--- config.mk ---
export PLATFORM = sky130hd
export DESIGN_NAME = sbst_tap
export DESIGN_NICKNAME = d
export VERILOG_FILES = /design/src/hdl/sbst_pkg.sv /design/src/hdl/sbst_sync.sv /design/src/hdl/sbst_chain.sv /design/src/hdl/sbst_tap.sv
export VERILOG_INCLUDE_DIRS = /design/src /design/src/hdl
export SDC_FILE = /design/constraint.sdc
export NUM_CORES = 1
export LEC_CHECK = 0
export ABC_CLOCK_PERIOD_IN_PS = 2600
export BUFFER_PORTS_ARGS = -buffer_cell sky130_fd_sc_hd__buf_2
export CAP_MARGIN = 20
export CORE_MARGIN = 2
export CORE_UTILIZATION = 40
export DETAILED_ROUTE_END_ITERATION = 7
export GPL_TIMING_DRIVEN = 0
export MAX_ROUTING_LAYER = met4
export PLACE_DENSITY_LB_ADDON = 0.08
export SLEW_MARGIN = 20
export SYNTH_ARGS = -nofsm -noshare
export SYNTH_HDL_FRONTEND = slang
export SYNTH_HIERARCHICAL = 1
export SYNTH_SLANG_ARGS = --single-unit
--- constraint.sdc ---
create_clock -name sys_clk -period 2.6 [get_ports sys_clk]
set_input_delay 0.52 -clock sys_clk [delete_from_list [all_inputs] [get_ports sys_clk]]
set_output_delay 0.52 -clock sys_clk [all_outputs]
set_load 0.01 [all_outputs]
--- src/hdl/sbst_map.svh ---
// What this block does
// - Opcode 000: capture ring, chain, outputs float
// - Opcode 001: identity word between TDI/TDO
// - Opcode 010: capture ring, chain, outputs float
// - Opcode 100: sample/preload, memory unaffected
// - Opcode 111: one-bit bypass, memory unaffected
// - Boundary chain is 89 cells long
// - Identity word 32 bits, revision bits 31:29
// - Bits 28:24 fixed internal-use field
// - Bits 23:18 fixed memory type field
// - Bits 17:12 fixed width/density code
// - Bits 11:1 fixed maker code
// - Identity bit 0 always one
// - Test-logic-reset loads identification instruction
// - New instruction applies at Update-IR only
`ifndef SBST_MAP_SVH
`define SBST_MAP_SVH
`define SBST_IR_W 3
`define SBST_OP_EXTEST 3'h0
`define SBST_OP_IDCODE 3'h1
`define SBST_OP_SAMPZ 3'h2
`define SBST_OP_SAMPLE 3'h4
`define SBST_OP_BYPASS 3'h7
`define SBST_CHAIN_LEN 89
`define SBST_ID_W 32
`define SBST_ID_REV_LSB 29
`define SBST_ID_INT_LSB 24
`define SBST_ID_TYPE_LSB 18
`define SBST_ID_DEV_LSB 12
`define SBST_ID_MAKER_LSB 1
`define SBST_IR_CAPTURE 3'h1
`endif

--- src/hdl/sbst_pkg.sv ---
package sbst_pkg;
    typedef enum logic [3:0] {
        SBST_RESET = 4'h0, SBST_IDLE = 4'h1, SBST_SEL_DR = 4'h3, SBST_CAP_DR = 4'h2,
        SBST_SHIFT_DR = 4'h6, SBST_EXIT1_DR = 4'h7, SBST_PAUSE_DR = 4'h5, SBST_EXIT2_DR = 4'h4,
        SBST_UPD_DR = 4'hc, SBST_SEL_IR = 4'hd, SBST_CAP_IR = 4'hf, SBST_SHIFT_IR = 4'he,
        SBST_EXIT1_IR = 4'ha, SBST_PAUSE_IR = 4'hb, SBST_EXIT2_IR = 4'h9, SBST_UPD_IR = 4'h8
    } sbst_state_t;
    typedef struct packed {
        logic tck;
        logic tms;
        logic tdi;
    } sbst_link_t;
    typedef struct packed {
        logic rise;
        logic fall;
        logic tms;
        logic tdi;
    } sbst_edge_t;
endpackage

--- src/hdl/sbst_sync.sv ---
`timescale 1ns/1ps
// Two-flop synchroniser plus TCK edge finder
module sbst_sync (
    input wire logic sys_clk,
    input wire logic rst_n,
    input wire sbst_pkg::sbst_link_t pins,
    output sbst_pkg::sbst_edge_t ev
);
    sbst_pkg::sbst_link_t meta_q, sync_q, last_q;
    // Synchronise pins; logic reads sync_q and last_q, never meta_q
    always_ff @(posedge sys_clk or negedge rst_n) begin
        // Reset to the idle pin levels so release brings no false TCK edge
        if (!rst_n) begin
            meta_q <= '{tck: 1'b1, tms: 1'b1, tdi: 1'b0};
            sync_q <= '{tck: 1'b1, tms: 1'b1, tdi: 1'b0};
            last_q <= '{tck: 1'b1, tms: 1'b1, tdi: 1'b0};
        end else begin
            meta_q <= pins;
            sync_q <= meta_q;
            last_q <= sync_q;
        end
    end
    // Edge strobes with sampled TMS and TDI
    always_comb begin
        ev.rise = sync_q.tck & ~last_q.tck;
        ev.fall = ~sync_q.tck & last_q.tck;
        ev.tms = sync_q.tms;
        ev.tdi = sync_q.tdi;
    end
endmodule

--- src/hdl/sbst_chain.sv ---
`timescale 1ns/1ps
`include "sbst_map.svh"
// Boundary scan chain with capture, shift and update latches
module sbst_chain #(
    parameter int LEN = `SBST_CHAIN_LEN
) (
    input wire logic sys_clk,
    input wire logic rst_n,
    input wire logic capture,
    input wire logic shift,
    input wire logic update,
    input wire logic tdi,
    input wire logic [LEN-1:0] ring_in,
    output logic [LEN-1:0] preload,
    output logic so
);
    logic [LEN-1:0] sr_q, sr_d, pl_q, pl_d;
    // Refuse a chain too short for the drive-control cell
    if (LEN < 2) begin : g_len_chk
        $error("chain too short");
    end
    // One cell per ring bit; top cell is the output-drive control
    genvar i;
    generate
        for (i = 0; i < LEN; i++) begin : g_cell
            always_comb begin
                sr_d[i] = sr_q[i];
                pl_d[i] = pl_q[i];
                if (capture) begin
                    sr_d[i] = ring_in[i];
                end else if (shift) begin
                    sr_d[i] = (i == LEN - 1) ? tdi : sr_q[(i + 1) % LEN];
                end
                if (update) begin
                    pl_d[i] = sr_q[i];
                end
            end
        end
    endgenerate
    // Register cells; control cell preset high
    always_ff @(posedge sys_clk or negedge rst_n) begin
        if (!rst_n) begin
            sr_q <= '0;
            pl_q <= {1'b1, {(LEN - 1){1'b0}}};
        end else begin
            sr_q <= sr_d;
            pl_q <= pl_d;
        end
    end
    assign preload = pl_q;
    assign so = sr_q[0];
endmodule

--- src/hdl/sbst_tap.sv ---
`timescale 1ns/1ps
`include "sbst_map.svh"
// Test access port of the synchronous memory
module sbst_tap #(
    parameter int CHAIN_LEN = `SBST_CHAIN_LEN,
    parameter logic [2:0] REV_CODE = 3'h1,
    parameter logic [4:0] INT_CODE = 5'h11,
    parameter logic [5:0] TYPE_CODE = 6'h21,
    parameter logic [5:0] DEV_CODE = 6'h2a,
    parameter logic [10:0] MAKER_CODE = 11'h155
) (
    input wire logic sys_clk,
    input wire logic rst_n,
    input wire logic tck,
    input wire logic tms,
    input wire logic tdi,
    output logic tdo_o,
    output logic tdo_oe,
    input wire logic [CHAIN_LEN-1:0] ring_in,
    output logic [CHAIN_LEN-1:0] ring_out,
    output logic mem_out_float,
    output logic ring_drive
);
    // Identity fields are arbitrary neutral values
    // fixed field codes
    localparam logic [`SBST_ID_W-1:0] ID_WORD = {REV_CODE, INT_CODE, TYPE_CODE, DEV_CODE, MAKER_CODE, 1'b1};
    // Refuse any chain length the ring does not have
    if (CHAIN_LEN != `SBST_CHAIN_LEN) begin : g_len_chk
        $error("chain length must be 89");
    end

    sbst_pkg::sbst_link_t pins;
    sbst_pkg::sbst_edge_t ev;
    sbst_pkg::sbst_state_t st_q, st_d;
    logic [`SBST_IR_W-1:0] ir_sh_q, ir_sh_d, ir_q, ir_d;
    logic [`SBST_ID_W-1:0] id_q, id_d;
    logic byp_q, byp_d;
    logic tdo_q, tdo_d, oe_q, oe_d;
    logic sel_chain, ch_cap, ch_shift, ch_upd, ch_so;

    assign pins = '{tck: tck, tms: tms, tdi: tdi};

    sbst_sync u_sync (
        .sys_clk(sys_clk),
        .rst_n(rst_n),
        .pins(pins),
        .ev(ev)
    );

    always_comb begin
        st_d = st_q;
        if (ev.rise) begin
            case (st_q)
                sbst_pkg::SBST_RESET: st_d = ev.tms ? sbst_pkg::SBST_RESET : sbst_pkg::SBST_IDLE;
                sbst_pkg::SBST_IDLE: st_d = ev.tms ? sbst_pkg::SBST_SEL_DR : sbst_pkg::SBST_IDLE;
                sbst_pkg::SBST_SEL_DR: st_d = ev.tms ? sbst_pkg::SBST_SEL_IR : sbst_pkg::SBST_CAP_DR;
                sbst_pkg::SBST_CAP_DR: st_d = ev.tms ? sbst_pkg::SBST_EXIT1_DR : sbst_pkg::SBST_SHIFT_DR;
                sbst_pkg::SBST_SHIFT_DR: st_d = ev.tms ? sbst_pkg::SBST_EXIT1_DR : sbst_pkg::SBST_SHIFT_DR;
                sbst_pkg::SBST_EXIT1_DR: st_d = ev.tms ? sbst_pkg::SBST_UPD_DR : sbst_pkg::SBST_PAUSE_DR;
                sbst_pkg::SBST_PAUSE_DR: st_d = ev.tms ? sbst_pkg::SBST_EXIT2_DR : sbst_pkg::SBST_PAUSE_DR;
                sbst_pkg::SBST_EXIT2_DR: st_d = ev.tms ? sbst_pkg::SBST_UPD_DR : sbst_pkg::SBST_SHIFT_DR;
                sbst_pkg::SBST_UPD_DR: st_d = ev.tms ? sbst_pkg::SBST_SEL_DR : sbst_pkg::SBST_IDLE;
                sbst_pkg::SBST_SEL_IR: st_d = ev.tms ? sbst_pkg::SBST_RESET : sbst_pkg::SBST_CAP_IR;
                sbst_pkg::SBST_CAP_IR: st_d = ev.tms ? sbst_pkg::SBST_EXIT1_IR : sbst_pkg::SBST_SHIFT_IR;
                sbst_pkg::SBST_SHIFT_IR: st_d = ev.tms ? sbst_pkg::SBST_EXIT1_IR : sbst_pkg::SBST_SHIFT_IR;
                sbst_pkg::SBST_EXIT1_IR: st_d = ev.tms ? sbst_pkg::SBST_UPD_IR : sbst_pkg::SBST_PAUSE_IR;
                sbst_pkg::SBST_PAUSE_IR: st_d = ev.tms ? sbst_pkg::SBST_EXIT2_IR : sbst_pkg::SBST_PAUSE_IR;
                sbst_pkg::SBST_EXIT2_IR: st_d = ev.tms ? sbst_pkg::SBST_UPD_IR : sbst_pkg::SBST_SHIFT_IR;
                sbst_pkg::SBST_UPD_IR: st_d = ev.tms ? sbst_pkg::SBST_SEL_DR : sbst_pkg::SBST_IDLE;
                default: st_d = sbst_pkg::SBST_RESET;
            endcase
        end
    end

    always_ff @(posedge sys_clk or negedge rst_n) begin
        if (!rst_n) begin
            st_q <= sbst_pkg::SBST_RESET;
        end else begin
            st_q <= st_d;
        end
    end

    // Instruction shifter and active instruction
    always_comb begin
        ir_sh_d = ir_sh_q;
        ir_d = ir_q;
        if (ev.rise) begin
            case (st_q)
                sbst_pkg::SBST_CAP_IR: ir_sh_d = `SBST_IR_CAPTURE;
                sbst_pkg::SBST_SHIFT_IR: ir_sh_d = {ev.tdi, ir_sh_q[`SBST_IR_W-1:1]};
                default: ir_sh_d = ir_sh_q;
            endcase
        end
        if (ev.fall && st_q == sbst_pkg::SBST_UPD_IR) begin
            ir_d = ir_sh_q;
        end
        if (st_q == sbst_pkg::SBST_RESET) begin
            ir_d = `SBST_OP_IDCODE;
        end
    end

    always_ff @(posedge sys_clk or negedge rst_n) begin
        if (!rst_n) begin
            ir_sh_q <= `SBST_IR_CAPTURE;
            ir_q <= `SBST_OP_IDCODE;
        end else begin
            ir_sh_q <= ir_sh_d;
            ir_q <= ir_d;
        end
    end

    always_comb begin
        sel_chain = (ir_q == `SBST_OP_EXTEST) || (ir_q == `SBST_OP_SAMPZ) || (ir_q == `SBST_OP_SAMPLE);
        ch_cap = sel_chain && ev.rise && st_q == sbst_pkg::SBST_CAP_DR;
        ch_shift = sel_chain && ev.rise && st_q == sbst_pkg::SBST_SHIFT_DR;
        ch_upd = sel_chain && ev.fall && st_q == sbst_pkg::SBST_UPD_DR;
    end

    sbst_chain #(
        .LEN(CHAIN_LEN)
    ) u_chain (
        .sys_clk(sys_clk),
        .rst_n(rst_n),
        .capture(ch_cap),
        .shift(ch_shift),
        .update(ch_upd),
        .tdi(ev.tdi),
        .ring_in(ring_in),
        .preload(ring_out),
        .so(ch_so)
    );

    // Identity word and bypass bit
    always_comb begin
        id_d = id_q;
        byp_d = byp_q;
        if (ev.rise && st_q == sbst_pkg::SBST_CAP_DR) begin
            id_d = ID_WORD;
            byp_d = 1'b0;
        end else if (ev.rise && st_q == sbst_pkg::SBST_SHIFT_DR) begin
            id_d = {ev.tdi, id_q[`SBST_ID_W-1:1]};
            byp_d = ev.tdi;
        end
        if (st_q == sbst_pkg::SBST_RESET) begin
            id_d = ID_WORD;
        end
    end

    always_ff @(posedge sys_clk or negedge rst_n) begin
        if (!rst_n) begin
            id_q <= ID_WORD;
            byp_q <= 1'b0;
        end else begin
            id_q <= id_d;
            byp_q <= byp_d;
        end
    end

    // TDO updates on falling TCK, floats outside shift
    always_comb begin
        tdo_d = tdo_q;
        oe_d = oe_q;
        if (ev.fall) begin
            oe_d = (st_q == sbst_pkg::SBST_SHIFT_DR) || (st_q == sbst_pkg::SBST_SHIFT_IR);
            if (st_q == sbst_pkg::SBST_SHIFT_IR) begin
                tdo_d = ir_sh_q[0];
            end else if (sel_chain) begin
                tdo_d = ch_so;
            end else if (ir_q == `SBST_OP_IDCODE) begin
                tdo_d = id_q[0];
            end else begin
                // Bypass and unused opcodes take the one-bit path
                tdo_d = byp_q;
            end
        end
    end

    always_ff @(posedge sys_clk or negedge rst_n) begin
        if (!rst_n) begin
            tdo_q <= 1'b0;
            oe_q <= 1'b0;
        end else begin
            tdo_q <= tdo_d;
            oe_q <= oe_d;
        end
    end

    assign tdo_o = tdo_q;
    assign tdo_oe = oe_q;

    // Memory outputs float for 000 and 010
    always_comb begin
        mem_out_float = (ir_q == `SBST_OP_EXTEST) || (ir_q == `SBST_OP_SAMPZ);
        ring_drive = (ir_q == `SBST_OP_EXTEST) && ring_out[CHAIN_LEN-1];
    end
endmodule

Yosys cells after proc, flatten, opt, wreduce, memory -nomap -nowiden

Index checks and enable logic that the tools add are counted.

Equality and inequality tests: 18
Mux-type cells: 202
Bitwise operators: 4
Reductions and logical operators: 23

Operator list:

| operator             | count |
|---|---|
| $mux W1              | 186 |
| $mux W32             | 3 |
| $pmux W4 S12         | 1 |
| $eq A4 B4 Y1 const B | 8 |
| $eq A4 B3 Y1 const B | 4 |
| $mux W4              | 4 |
| $mux W3              | 4 |
| $logic_and A1 B1 Y1  | 9 |
| $eq A4 B2 Y1 const B | 2 |
| $reduce_bool A2 Y1   | 4 |
| $mux W2              | 3 |
| $pmux W3 S2          | 1 |
| $eq A4 B1 Y1 const B | 1 |
| $logic_not A4 Y1     | 1 |
| $reduce_or A2 Y1     | 2 |
| $eq A3 B1 Y1 const B | 1 |
| $eq A3 B2 Y1 const B | 1 |
| $eq A3 B3 Y1 const B | 1 |
| $logic_not A3 Y1     | 1 |
| $logic_or A1 B1 Y1   | 3 |
| $reduce_bool A3 Y1   | 1 |
| $reduce_or A3 Y1     | 1 |
| $and A1 B1 Y1        | 2 |
| $not A1 Y1           | 2 |
| $reduce_and A2 Y1    | 1 |

Flip-flop bits (word level): 230
Bits of input ports: 94
Logic and storage cells: 263

Logic depth before layout (Yosys ltp)

Gate-level depths: netlist (run 1).

Word-level depth: 7
Mapped depth: 9
Depth with buffers taken out: 5

Modules after synthesis

The synthesis (run 1) kept the hierarchy.

By module, submodules not included:

| module     | times used | cells each | area an instance (µm²) |
|---|---|---|---|
| sbst_chain | 1          | 574        | 7399.6 |
| sbst_tap   | 1          | 198        | 2133.3 |
| sbst_sync  | 1          | 11         | 211.5 |

Worst setup path after synthesis (run 1)

Ideal clock, no wire load.

Path kind: flip-flop to flip-flop
From: reg u_sync/sync_q[2] in the netlist's numbering
To: reg u_chain.sr_q[87]
Data arrival time: 2.093 ns
Data required time: 2.477 ns
Slack: 0.384 ns
Cell stages (with the launch flop): 10
Buffers on the path: 4
Path through: dfstp_2 > nor2b_1 > clkbuf_1 > nand3_1 > nor2_1 > buf_4 > buf_8 > buf_12 > mux2i_1 > o21ai_1

RTL lines:

| item                     | line             | RTL |
|---|---|---|
| start: declaration       | sbst_sync.sv:9   | `sbst_pkg::sbst_link_t meta_q, sync_q, last_q;` |
| start signal: assignment | sbst_sync.sv:15  | `sync_q <= '{tck: 1'b1, tms: 1'b1, tdi: 1'b0};` |
| start signal: assignment | sbst_sync.sv:19  | `sync_q <= meta_q;` |
| end signal: assignment   | sbst_chain.sv:46 | `sr_q <= sr_d;` |
| end: declaration         | sbst_chain.sv:17 | `logic [LEN-1:0] sr_q, sr_d, pl_q, pl_d;` |

==> impl_results.md, run 1 <==
- Fin crit share: 89.3%
- Syn avg cell area: 12.4 um2
- Worst Hold Class: input port to flop
- Max FO, Critical Path: 10
- Critical path type: flop to flop
- DR WL/cell: 17.0 um
- Status: completed
- GRT overflow: 0
- Clock sink count: 230
- Crit Reg-Reg Endpoint: u_chain/sr_q[85]
- Sequential share of the synthesized area: 59.3%
- CTS tree: built
- Met3 usage: 4.13%
- Synth cell count leaders: dfrtp_1, nand2_1, mux2_2, mux2i_1, o21ai_0
- Initial antenna violation count: 3
- H-Tree Depth: 1
- Share of layout cells above drive strength 1: 39.9%
- Crit path DAT: 2.71 ns
- DR pass1 iterations: 5
- Post-DRT Antenna Nets: 0
- Syn-to-layout area delta: 24.6%
- Placed cells: 1295
- Netlist cell types: 52
- Final GP Congestion: 0.777
- # fillers: 2269
- Final Cell Area: 0.0121 mm2
- 1st-iter DRT viols: 498
- EDFF count, synth: 0
- Largest cells by area after synthesis: dfrtp_1, mux2_2, mux2i_1
- Vias in the first global route: 6811
- Met1 Usage GRT: 26.4%
- Reg-to-reg setup timing slack: 0.28 ns
- Post-synthesis net count: 877
- Inserted Clock Buffers: 26
- Worst-path cell chain: nor2b_4 > clkbuf_4 > nand3_2 > nor2_1 > buf_4 > buf_8 > buf_12 > mux2i_1 > o21ai_1
- PnR worst setup slack: 0.279 ns
- Detailed-route via count: 6702
- Routing usage on met2: 27.1%
- Mapped Area: 0.00974 mm2
- Cells after Synth: 783
- Port bufs: 186
- Initial Util: 40.4%
- Hold Fails Final Rpt: 0
- Core ar.: 0.0241 mm2
- Pleak: 0.00528 uW
- Max cap viols: 0
- Max-Slew Margin vs Limit: 66.0%
- Crit end category: flop
- Critical Path End: u_chain/sr_q[85]
- Vias per inst: 4.98
- Register bit total from synthesis: 230
- CP required: 2.99 ns
- Die ar.: 0.0256 mm2
- Worst slew pin tran: 0.511 ns
- Largest net degree at the start of global routing: 93
- Setup TNS: 0 ns
- Final WL: 22800 um
- Power per cell area: 1050 mW/mm2
- FF-to-FF Start: u_sync/sync_q[2]
- Post-DP HPWL: 15500 um
- Clk_skew: 0.0210 ns
- First-pass GRT wire length: 37500 um
- Clk root buf: clkbuf_16
- Cell with the most instances after synthesis: dfrtp_1
- Max incr delay on CP: 0.54 ns
- RSZ-0062 raised after global routing: no
- CP max stage cell: dfstp_2
- Grt peak-use layer: met2
- Slew Limit Fails: 0
- Share of the synthesized area in the top cell type: 53.4%
- Total power: 12700 uW
- Post-Layout Cell Count: 1347
- Post-layout nets: 1092
- Crit path from: u_sync/sync_q[2]
- Peak supply drop: 0.472 mV
- Fmax: 431 MHz
- Tmin final: 2.32 ns
- Post-CTS Setup Inserts: 0
- Synth Flop Type: dfrtp_1
- Longest Clk Path Bufs: 3
- Cell area after placement: 0.0111 mm2
- Num ports: 187
- Pre-CTS WS: -0.412 ns
- Clock latency on the worst-skew pair: 0.53 ns
- Tot GR Track Use: 18.5%
- Startpoint types: flop
- Setup Viol. Count Final: 0
- Chip width: 160 um
- Std cell rows: 57
- Ys async rst share: 100%
- Synthesis warning total: 6
- Clock-pin transition on the worst setup and hold timing paths: 0.06 ns
- Synth area leader: dfrtp_1
- Die height: 160 um
- DRC: 0
- Worst reg-to-reg path cell count: 9
-- area by class of cell --
| cell class | instances | area (um2) | share of cell area, % |
|---|---|---|---|
| flip-flops and latches | 230 | 5780 | 47.6 |
| multi-input cells | 491 | 3570 | 29.4 |
| repair buffers | 189 | 1010 | 8.29 |
| clock buffers | 33 | 717 | 5.91 |
| well taps | 324 | 405 | 3.34 |
| plain buffers | 57 | 398 | 3.28 |
| clock inverters | 15 | 236 | 1.95 |
| diodes | 5 | 12.5 | 0.103 |
| inverters | 3 | 11.3 | 0.0928 |
-- worst max-delay path: cells and delay by family, from the launching register on --
family / cells / cell delay (ns)
buffers and inverters: 4 / 0.83
and+or+nand+nor: 3 / 0.55
DFF: 1 / 0.54
muxes: 1 / 0.18
AOI/OAI and AO/OA: 1 / 0.08
-- power breakdown --
| group | internal, uW | switching [uW] |
|---|---|---|
| combinational | 1550 | 1500 |
| sequential | 4880 | 742 |
| clock | 2540 | 1480 |
| total | 8970 | 3730 |
-- metal layers --
layer  wire (um)  up-vias
li1            -     3204
met1       11100     3308
met2       10100      155
met3        1200       35
met4         408        0
met5           0        -
-- worst min path at each step --
stage	from	slack [ns]	cells after the start	to
2_1_floorplan	rst_n	0.22	0	byp_q
3_3_place_gp	u_sync/meta_q[0]	0.34	0	u_sync/ev[0]
3_5_place_dp	u_sync/meta_q[0]	0.33	0	u_sync/ev[0]
4_1_cts	tms	0.08	1	u_sync/meta_q[1]
5_1_grt	tms	0.08	1	u_sync/meta_q[1]
6_report	tms	0.10	1	u_sync/meta_q[1]
-- cells in the final DEF (no fill, tap or decap), types with 2 or more instances in the layout --
cell,instances
o221ai_1,2
inv_1,3
clkbuf_2,2
nor2_1,7
clkinv_2,8
nor3_1,3
nand2b_1,5
a21oi_1,7
a31oi_1,3
a22o_1,18
a32o_1,2
dfrtp_1,208
clkbuf_4,2
o22a_1,6
nor2b_1,9
nor4b_1,2
buf_6,11
buf_4,10
a21o_1,2
o21ai_1,19
mux2i_1,89
clkbuf_1,12
o21ai_0,85
buf_2,206
buf_16,2
clkbuf_16,26
buf_8,2
diode_2,5
nand2_1,113
nand3_1,2
mux2_2,90
bufinv_16,6
o22ai_1,2
clkbuf_8,4
dfstp_2,22
-- repair_timing --
| item | 4_1_cts | 5_1_grt |
|---|---|---|
| pin swaps | 0 | 0 |
| setup endpoints to repair | 89 | 93 |
| resized for setup | 5 | 5 |
| hold endpoints to repair | 52 | 0 |
| hold buffers | 1 | 0 |
-- metrics by stage --
step	utilization, %	hold slack [ns]
after CTS	50.3	0.0808
after global placement	46.0	0.336
after detailed placement	46.2	0.335
after global routing	50.3	0.0806
final	50.3	0.100
after floorplan	-	0.224
-- cell families after synthesis --
group                  after synthesis  synth area share [%]
flip-flops                         230                  59.3
AO/OA/AOI/OAI                      153                  9.35
AND/OR/NAND/NOR                    159                  7.59
multiplexers                       179                  19.5
buffers and inverters               62                  4.17
-- registers in the layout, indices dropped and copies added (netlist names) --
signal and flops:
u_chain/preload 89, u_chain/sr_q 89, id_q 32, st_q 4
ir_q 3, ir_sh_q 3, u_sync/meta_q 3, u_sync/ev 2
byp_q 1, tdo_o 1, tdo_oe 1, u_sync/last_q 1
u_sync/sync_q 1
No activity file was read; power rests on OpenSTA's default activity.
==> run 2: changes to the inputs <==
Settings changed: CORE_MARGIN 2 to unset, PLACE_DENSITY_LB_ADDON 0.08 to 0.12.
==> impl_results.md, run 2 (same netlist as run 1, synthesis figures left out) <==
- Status: completed
- Post-layout nets: 1093 (+0.092%)
- Most frequent cells in the layout: dfrtp_1, buf_2, nand2_1, mux2_2, mux2i_1
- Area of the multi-input gates: 0.00357 mm2 (unchanged)
- Syn-to-layout area delta: 24.1%
- CP required: 3.00 ns (about the same)
- Longest Clk Path Bufs: 3 (unchanged)
- Std cell rows: 56 (-1.8%)
- Share of layout cells above drive strength 1: 39.7% (-0.14 points)
- Cell area after placement: 0.0112 mm2 (+0.19%)
- Initial antenna violation count: 5 (+2)
- Max-Slew Margin vs Limit: 64.3% (-1.6 points)
- Largest net degree at the start of global routing: 69 (-26%)
- DR pass1 iterations: 4 (-1)
- Setup TNS: 0 ns (unchanged)
- Post-CTS Setup Inserts: 0 (unchanged)
- Max cap viols: 0 (unchanged)
- Peak supply drop: 0.613 mV (+30%)
- Clock latency on the worst-skew pair: 0.51 ns (-0.02 ns)
- Power per cell area: 1030 mW/mm2 (-1.9%)
- Setup Viol. Count Final: 0 (unchanged)
- Initial Util: 41.1% (+0.72 points)
- Clk_skew: 0.00876 ns (-0.0122 ns)
- Clk root buf: clkbuf_16
- # fillers: 2227 (-1.9%)
- Tot GR Track Use: 19.2% (+0.67 points)
- Max FO, Critical Path: 10 (unchanged)
- Vias in the first global route: 6874 (+0.92%)
- Clock sink count: 230 (unchanged)
- GRT overflow: 0 (unchanged)
- Final WL: 22700 um (-0.50%)
- Final GP Congestion: 0.775 (-0.30%)
- Sequential cell area: 0.00578 mm2 (unchanged)
- Final Cell Area: 0.0121 mm2 (-0.35%)
- Post-DRT Antenna Nets: 0 (unchanged)
- Vias per inst: 4.97 (-0.11%)
- Fin Hold WS: 0.0992 ns (-0.00114 ns)
- Clock-pin transition on the worst setup and hold timing paths: 0.06 ns (about the same)
- Fin crit share: 93.2% (+3.9 points)
- RSZ-0062 raised after global routing: no
- Post-DP HPWL: 15600 um (+1.2%)
- Chip width: 158 um (-1.2%)
- CTS tree: built
- Pleak: 0.00526 uW (-0.43%)
- Worst Hold Class: input port to flop
- 1st-iter DRT viols: 365 (-27%)
- Detailed-route via count: 6680 (-0.33%)
- Hold Fails Final Rpt: 0 (unchanged)
- DR WL/cell: 16.9 um (-0.28%)
- Die ar.: 0.0250 mm2 (-2.5%)
- Die height: 158 um (-1.2%)
- DRC: 0 (unchanged)
- H-Tree Depth: 1 (unchanged)
- Port bufs: 186 (unchanged)
- Fmax: 413 MHz (-4.2%)
- Critical path type: flop to flop
- Slew Limit Fails: 0 (unchanged)
- Crit end category: flop
- First-pass GRT wire length: 36900 um (-1.7%)
- Tmin final: 2.42 ns (+0.101 ns)
- Startpoint types: flop
- Crit path DAT: 2.82 ns (+0.11 ns)
- Num ports: 187 (unchanged)
- Most common cell after layout, fill and taps aside: dfrtp_1
- Core ar.: 0.0237 mm2 (-1.8%)
- Inserted Clock Buffers: 26 (unchanged)
- Total power: 12400 uW (-2.3%)
- Worst slew pin tran: 0.535 ns (+0.0245 ns)
==> run 2: where the power goes <==
part	switching, uW	internal (uW)	total (uW)
logic	1500	1550	3050
clock network	1440	2280	3720
registers	759	4880	5640
total	3700	8710	12400
==> run 2: worst max-delay path, stage by stage (launching register included) <==
cell,delay (ns)
dfstp_2,0.54
nor2b_4,0.23
clkbuf_2,0.27
nand3_2,0.23
nor2_1,0.14
buf_4,0.25
buf_8,0.20
buf_12,0.15
mux2i_1,0.21
o21ai_1,0.07
==> run 2: final timing paths <==
path                                   from               end  slack (ns)  cells after the start
max                        u_sync/sync_q[2]  u_chain/sr_q[81]        0.18                      9
min reg2reg                u_sync/meta_q[0]      u_sync/ev[0]        0.35                      0
min                                     tms  u_sync/meta_q[1]         0.1                      1
min in group asynchronous             rst_n        ir_sh_q[1]        0.50                      2
max reg2reg                u_sync/sync_q[2]  u_chain/sr_q[81]        0.18                      9
max in group asynchronous             rst_n          id_q[17]        0.76                      5
==> run 2: final cells by class <==
type	instances	share of cell area, %
Antenna cell	6	0.124
Clock buffer	42	6.88
Multi-Input combinational cell	491	29.5
Clock inverter	6	0.476
Sequential cell	230	47.8
Tap cell	319	3.30
Buffer	57	3.27
Inverter	3	0.0931
Timing Repair Buffer	190	8.55
==> run 2: repair_timing <==
item | in CTS | in global routing
setup endpoints to repair | 89 | 169
endpoints found under the hold margin | 42 | 0
resized for setup | 5 | 3
hold buffers | 1 | 0
==> run 2: per-stage QoR <==
stage,utilization [%],cells,worst slack [ns]
after CTS,51.0,1340,0.0315
after global placement,46.8,1288,-3.26
after detailed placement,47.2,1291,-0.471
after floorplan,-,783,0.384
final,51.1,1344,0.177
after global routing,51.1,1343,0.00986
==> run 2: layer usage <==
layer	track usage (%)	routed length, um	vias to the layer above
li1	-	-	3194
met1	26.9	10900	3295
met2	28.5	10100	168
met3	4.60	1450	23
met4	3.11	246	0
met5	-	0	-
==> run 3: changes to the inputs <==
Settings changed: ABC_CLOCK_PERIOD_IN_PS 2600 to 2920, SETUP_SLACK_MARGIN set to 0.02.
Clock period 2.6 ns to 2.92 ns, I/O delays scaled along.
==> impl_results.md, run 3 (same netlist as run 1, synthesis figures left out) <==
- Clock-pin transition on the worst setup and hold timing paths: 0.06 ns (about the same)
- Max FO, Critical Path: 10 (unchanged)
- PnR worst setup slack: 0.270 ns (+0.0928 ns)
- RSZ-0062 raised after global routing: no
- Final WL: 22700 um (about the same)
- Clock latency on the worst-skew pair: 0.51 ns (about the same)
- Post-DP HPWL: 15600 um (unchanged)
- Slew Limit Fails: 0 (unchanged)
- Clock sink count: 230 (unchanged)
- Max-Slew Margin vs Limit: 65.6% (+1.3 points)
- Core ar.: 0.0237 mm2 (unchanged)
- Crit end category: flop
- Crit path DAT: 3.05 ns (+0.23 ns)
- DR pass1 iterations: 5 (+1)
- H-Tree Depth: 1 (unchanged)
- Hold Fails Final Rpt: 0 (unchanged)
- Most frequent cells in the layout: dfrtp_1, buf_2, nand2_1, mux2_2, mux2i_1
- Die ar.: 0.0250 mm2 (unchanged)
- Port bufs: 186 (unchanged)
- Most common cell after layout, fill and taps aside: dfrtp_1
- 1st-iter DRT viols: 363 (-0.55%)
- Setup Viol. Count Final: 0 (unchanged)
- Power per cell area: 915 mW/mm2 (-11%)
- Worst Hold Class: input port to flop
- Std cell rows: 56 (unchanged)
- Die height: 158 um (unchanged)
- DRC: 0 (unchanged)
- Pre-CTS WS: -0.151 ns (+0.320 ns)
- Final core occ: 51.0% (about the same)
- Cell area after placement: 0.0112 mm2 (unchanged)
- Critical path type: flop to flop
- Clk_skew: 0.00866 ns (-0.0000960 ns)
- Chip width: 158 um (unchanged)
- Clk root buf: clkbuf_16
- Longest Clk Path Bufs: 3 (unchanged)
- Tmin final: 2.65 ns (+0.227 ns)
- Num ports: 187 (unchanged)
- Status: completed
- Max cap viols: 0 (unchanged)
- Post-CTS Setup Inserts: 0 (unchanged)
- Initial antenna violation count: 5 (unchanged)
- Share of layout cells above drive strength 1: 39.6% (-0.18 points)
- GRT overflow: 0 (unchanged)
- First-pass GRT wire length: 36900 um (unchanged)
- Peak supply drop: 0.546 mV (-11%)
- Largest net degree at the start of global routing: 69 (unchanged)
- Post-layout nets: 1095 (+0.18%)
- Post-DRT Antenna Nets: 0 (unchanged)
- Fin crit share: 90.8% (-2.4 points)
- Setup TNS: 0 ns (unchanged)
- DR WL/cell: 16.9 um (-0.21%)
- Fmax: 377 MHz (-8.6%)
- Worst slew pin tran: 0.516 ns (-0.0189 ns)
- Final GP Congestion: 0.775 (unchanged)
- Initial Util: 41.1% (unchanged)
- Startpoint types: flop
- Tot GR Track Use: 19.2% (unchanged)
- Vias per inst: 4.97 (about the same)
- CP required: 3.32 ns (+0.32 ns)
- CTS tree: built
- Vias in the first global route: 6874 (unchanged)
- Inserted Clock Buffers: 26 (unchanged)
- Final Cell Area: 0.0121 mm2 (about the same)
- Syn-to-layout area delta: 24.0% (about the same)
- Detailed-route via count: 6692 (+0.18%)
- Pleak: 0.00525 uW (about the same)
## run 3: worst paths after layout
kind                                   from                to  slack (ns)  cells after the start
max                        u_sync/sync_q[2]  u_chain/sr_q[81]        0.27                      9
min                                     tms  u_sync/meta_q[1]        0.16                      1
max reg2reg                u_sync/sync_q[2]  u_chain/sr_q[81]        0.27                      9
min reg2reg                u_sync/meta_q[0]      u_sync/ev[0]        0.35                      0
max in group asynchronous             rst_n          id_q[17]        1.02                      5
min in group asynchronous             rst_n        ir_sh_q[1]        0.57                      2
## run 3: repair_timing
action	in CTS	in global routing
pin swaps	0	0
setup endpoints to repair	89	10
hold endpoints to repair	42	0
gates resized for setup	2	2
hold buffers	1	0
## run 3: routing by layer
| metal | global-route usage [%] | vias up | part of all wire [%] |
|---|---|---|---|
| met5 | - | - | 0 |
| met4 | 3.11 | 0 | 1.0 |
| met3 | 4.60 | 21 | 6.5 |
| met2 | 28.5 | 172 | 45 |
| met1 | 26.9 | 3296 | 48 |
| li1 | - | 3203 | - |
## run 3: report_power, final
group          leakage, uW  switching, uW  internal, uW
combinational      0.00220           1340          1380
clock             0.000440           1280          2030
sequential         0.00261            675          4350
## run 3: final cells by class
cell class	instances	area (um2)
fill	2230	11600
sequential	230	5780
multi-input combinational	491	3560
timing repair buffer	190	1030
clock buffer	42	832
tap	319	399
buffer	59	398
clock inverter	6	57.6
antenna	6	15.0
inverter	3	11.3
## run 3: stage by stage
stage	instances	hold slack [ns]	total power [uW]
after floorplan	783	0.288	6590
after global placement	1288	0.338	7760
after detailed placement	1291	0.338	7830
after CTS	1340	0.142	11200
after global routing	1345	0.143	11800
final	1346	0.162	11100
## run 3: critical path: stages, from the launching register on
cell and delay [ns]:
dfstp_2 0.54, nor2b_2 0.31, clkbuf_2 0.29, nand3_1 0.30, nor2_1 0.18, buf_4 0.25
buf_8 0.20, buf_12 0.15, mux2i_1 0.21, o21ai_1 0.07
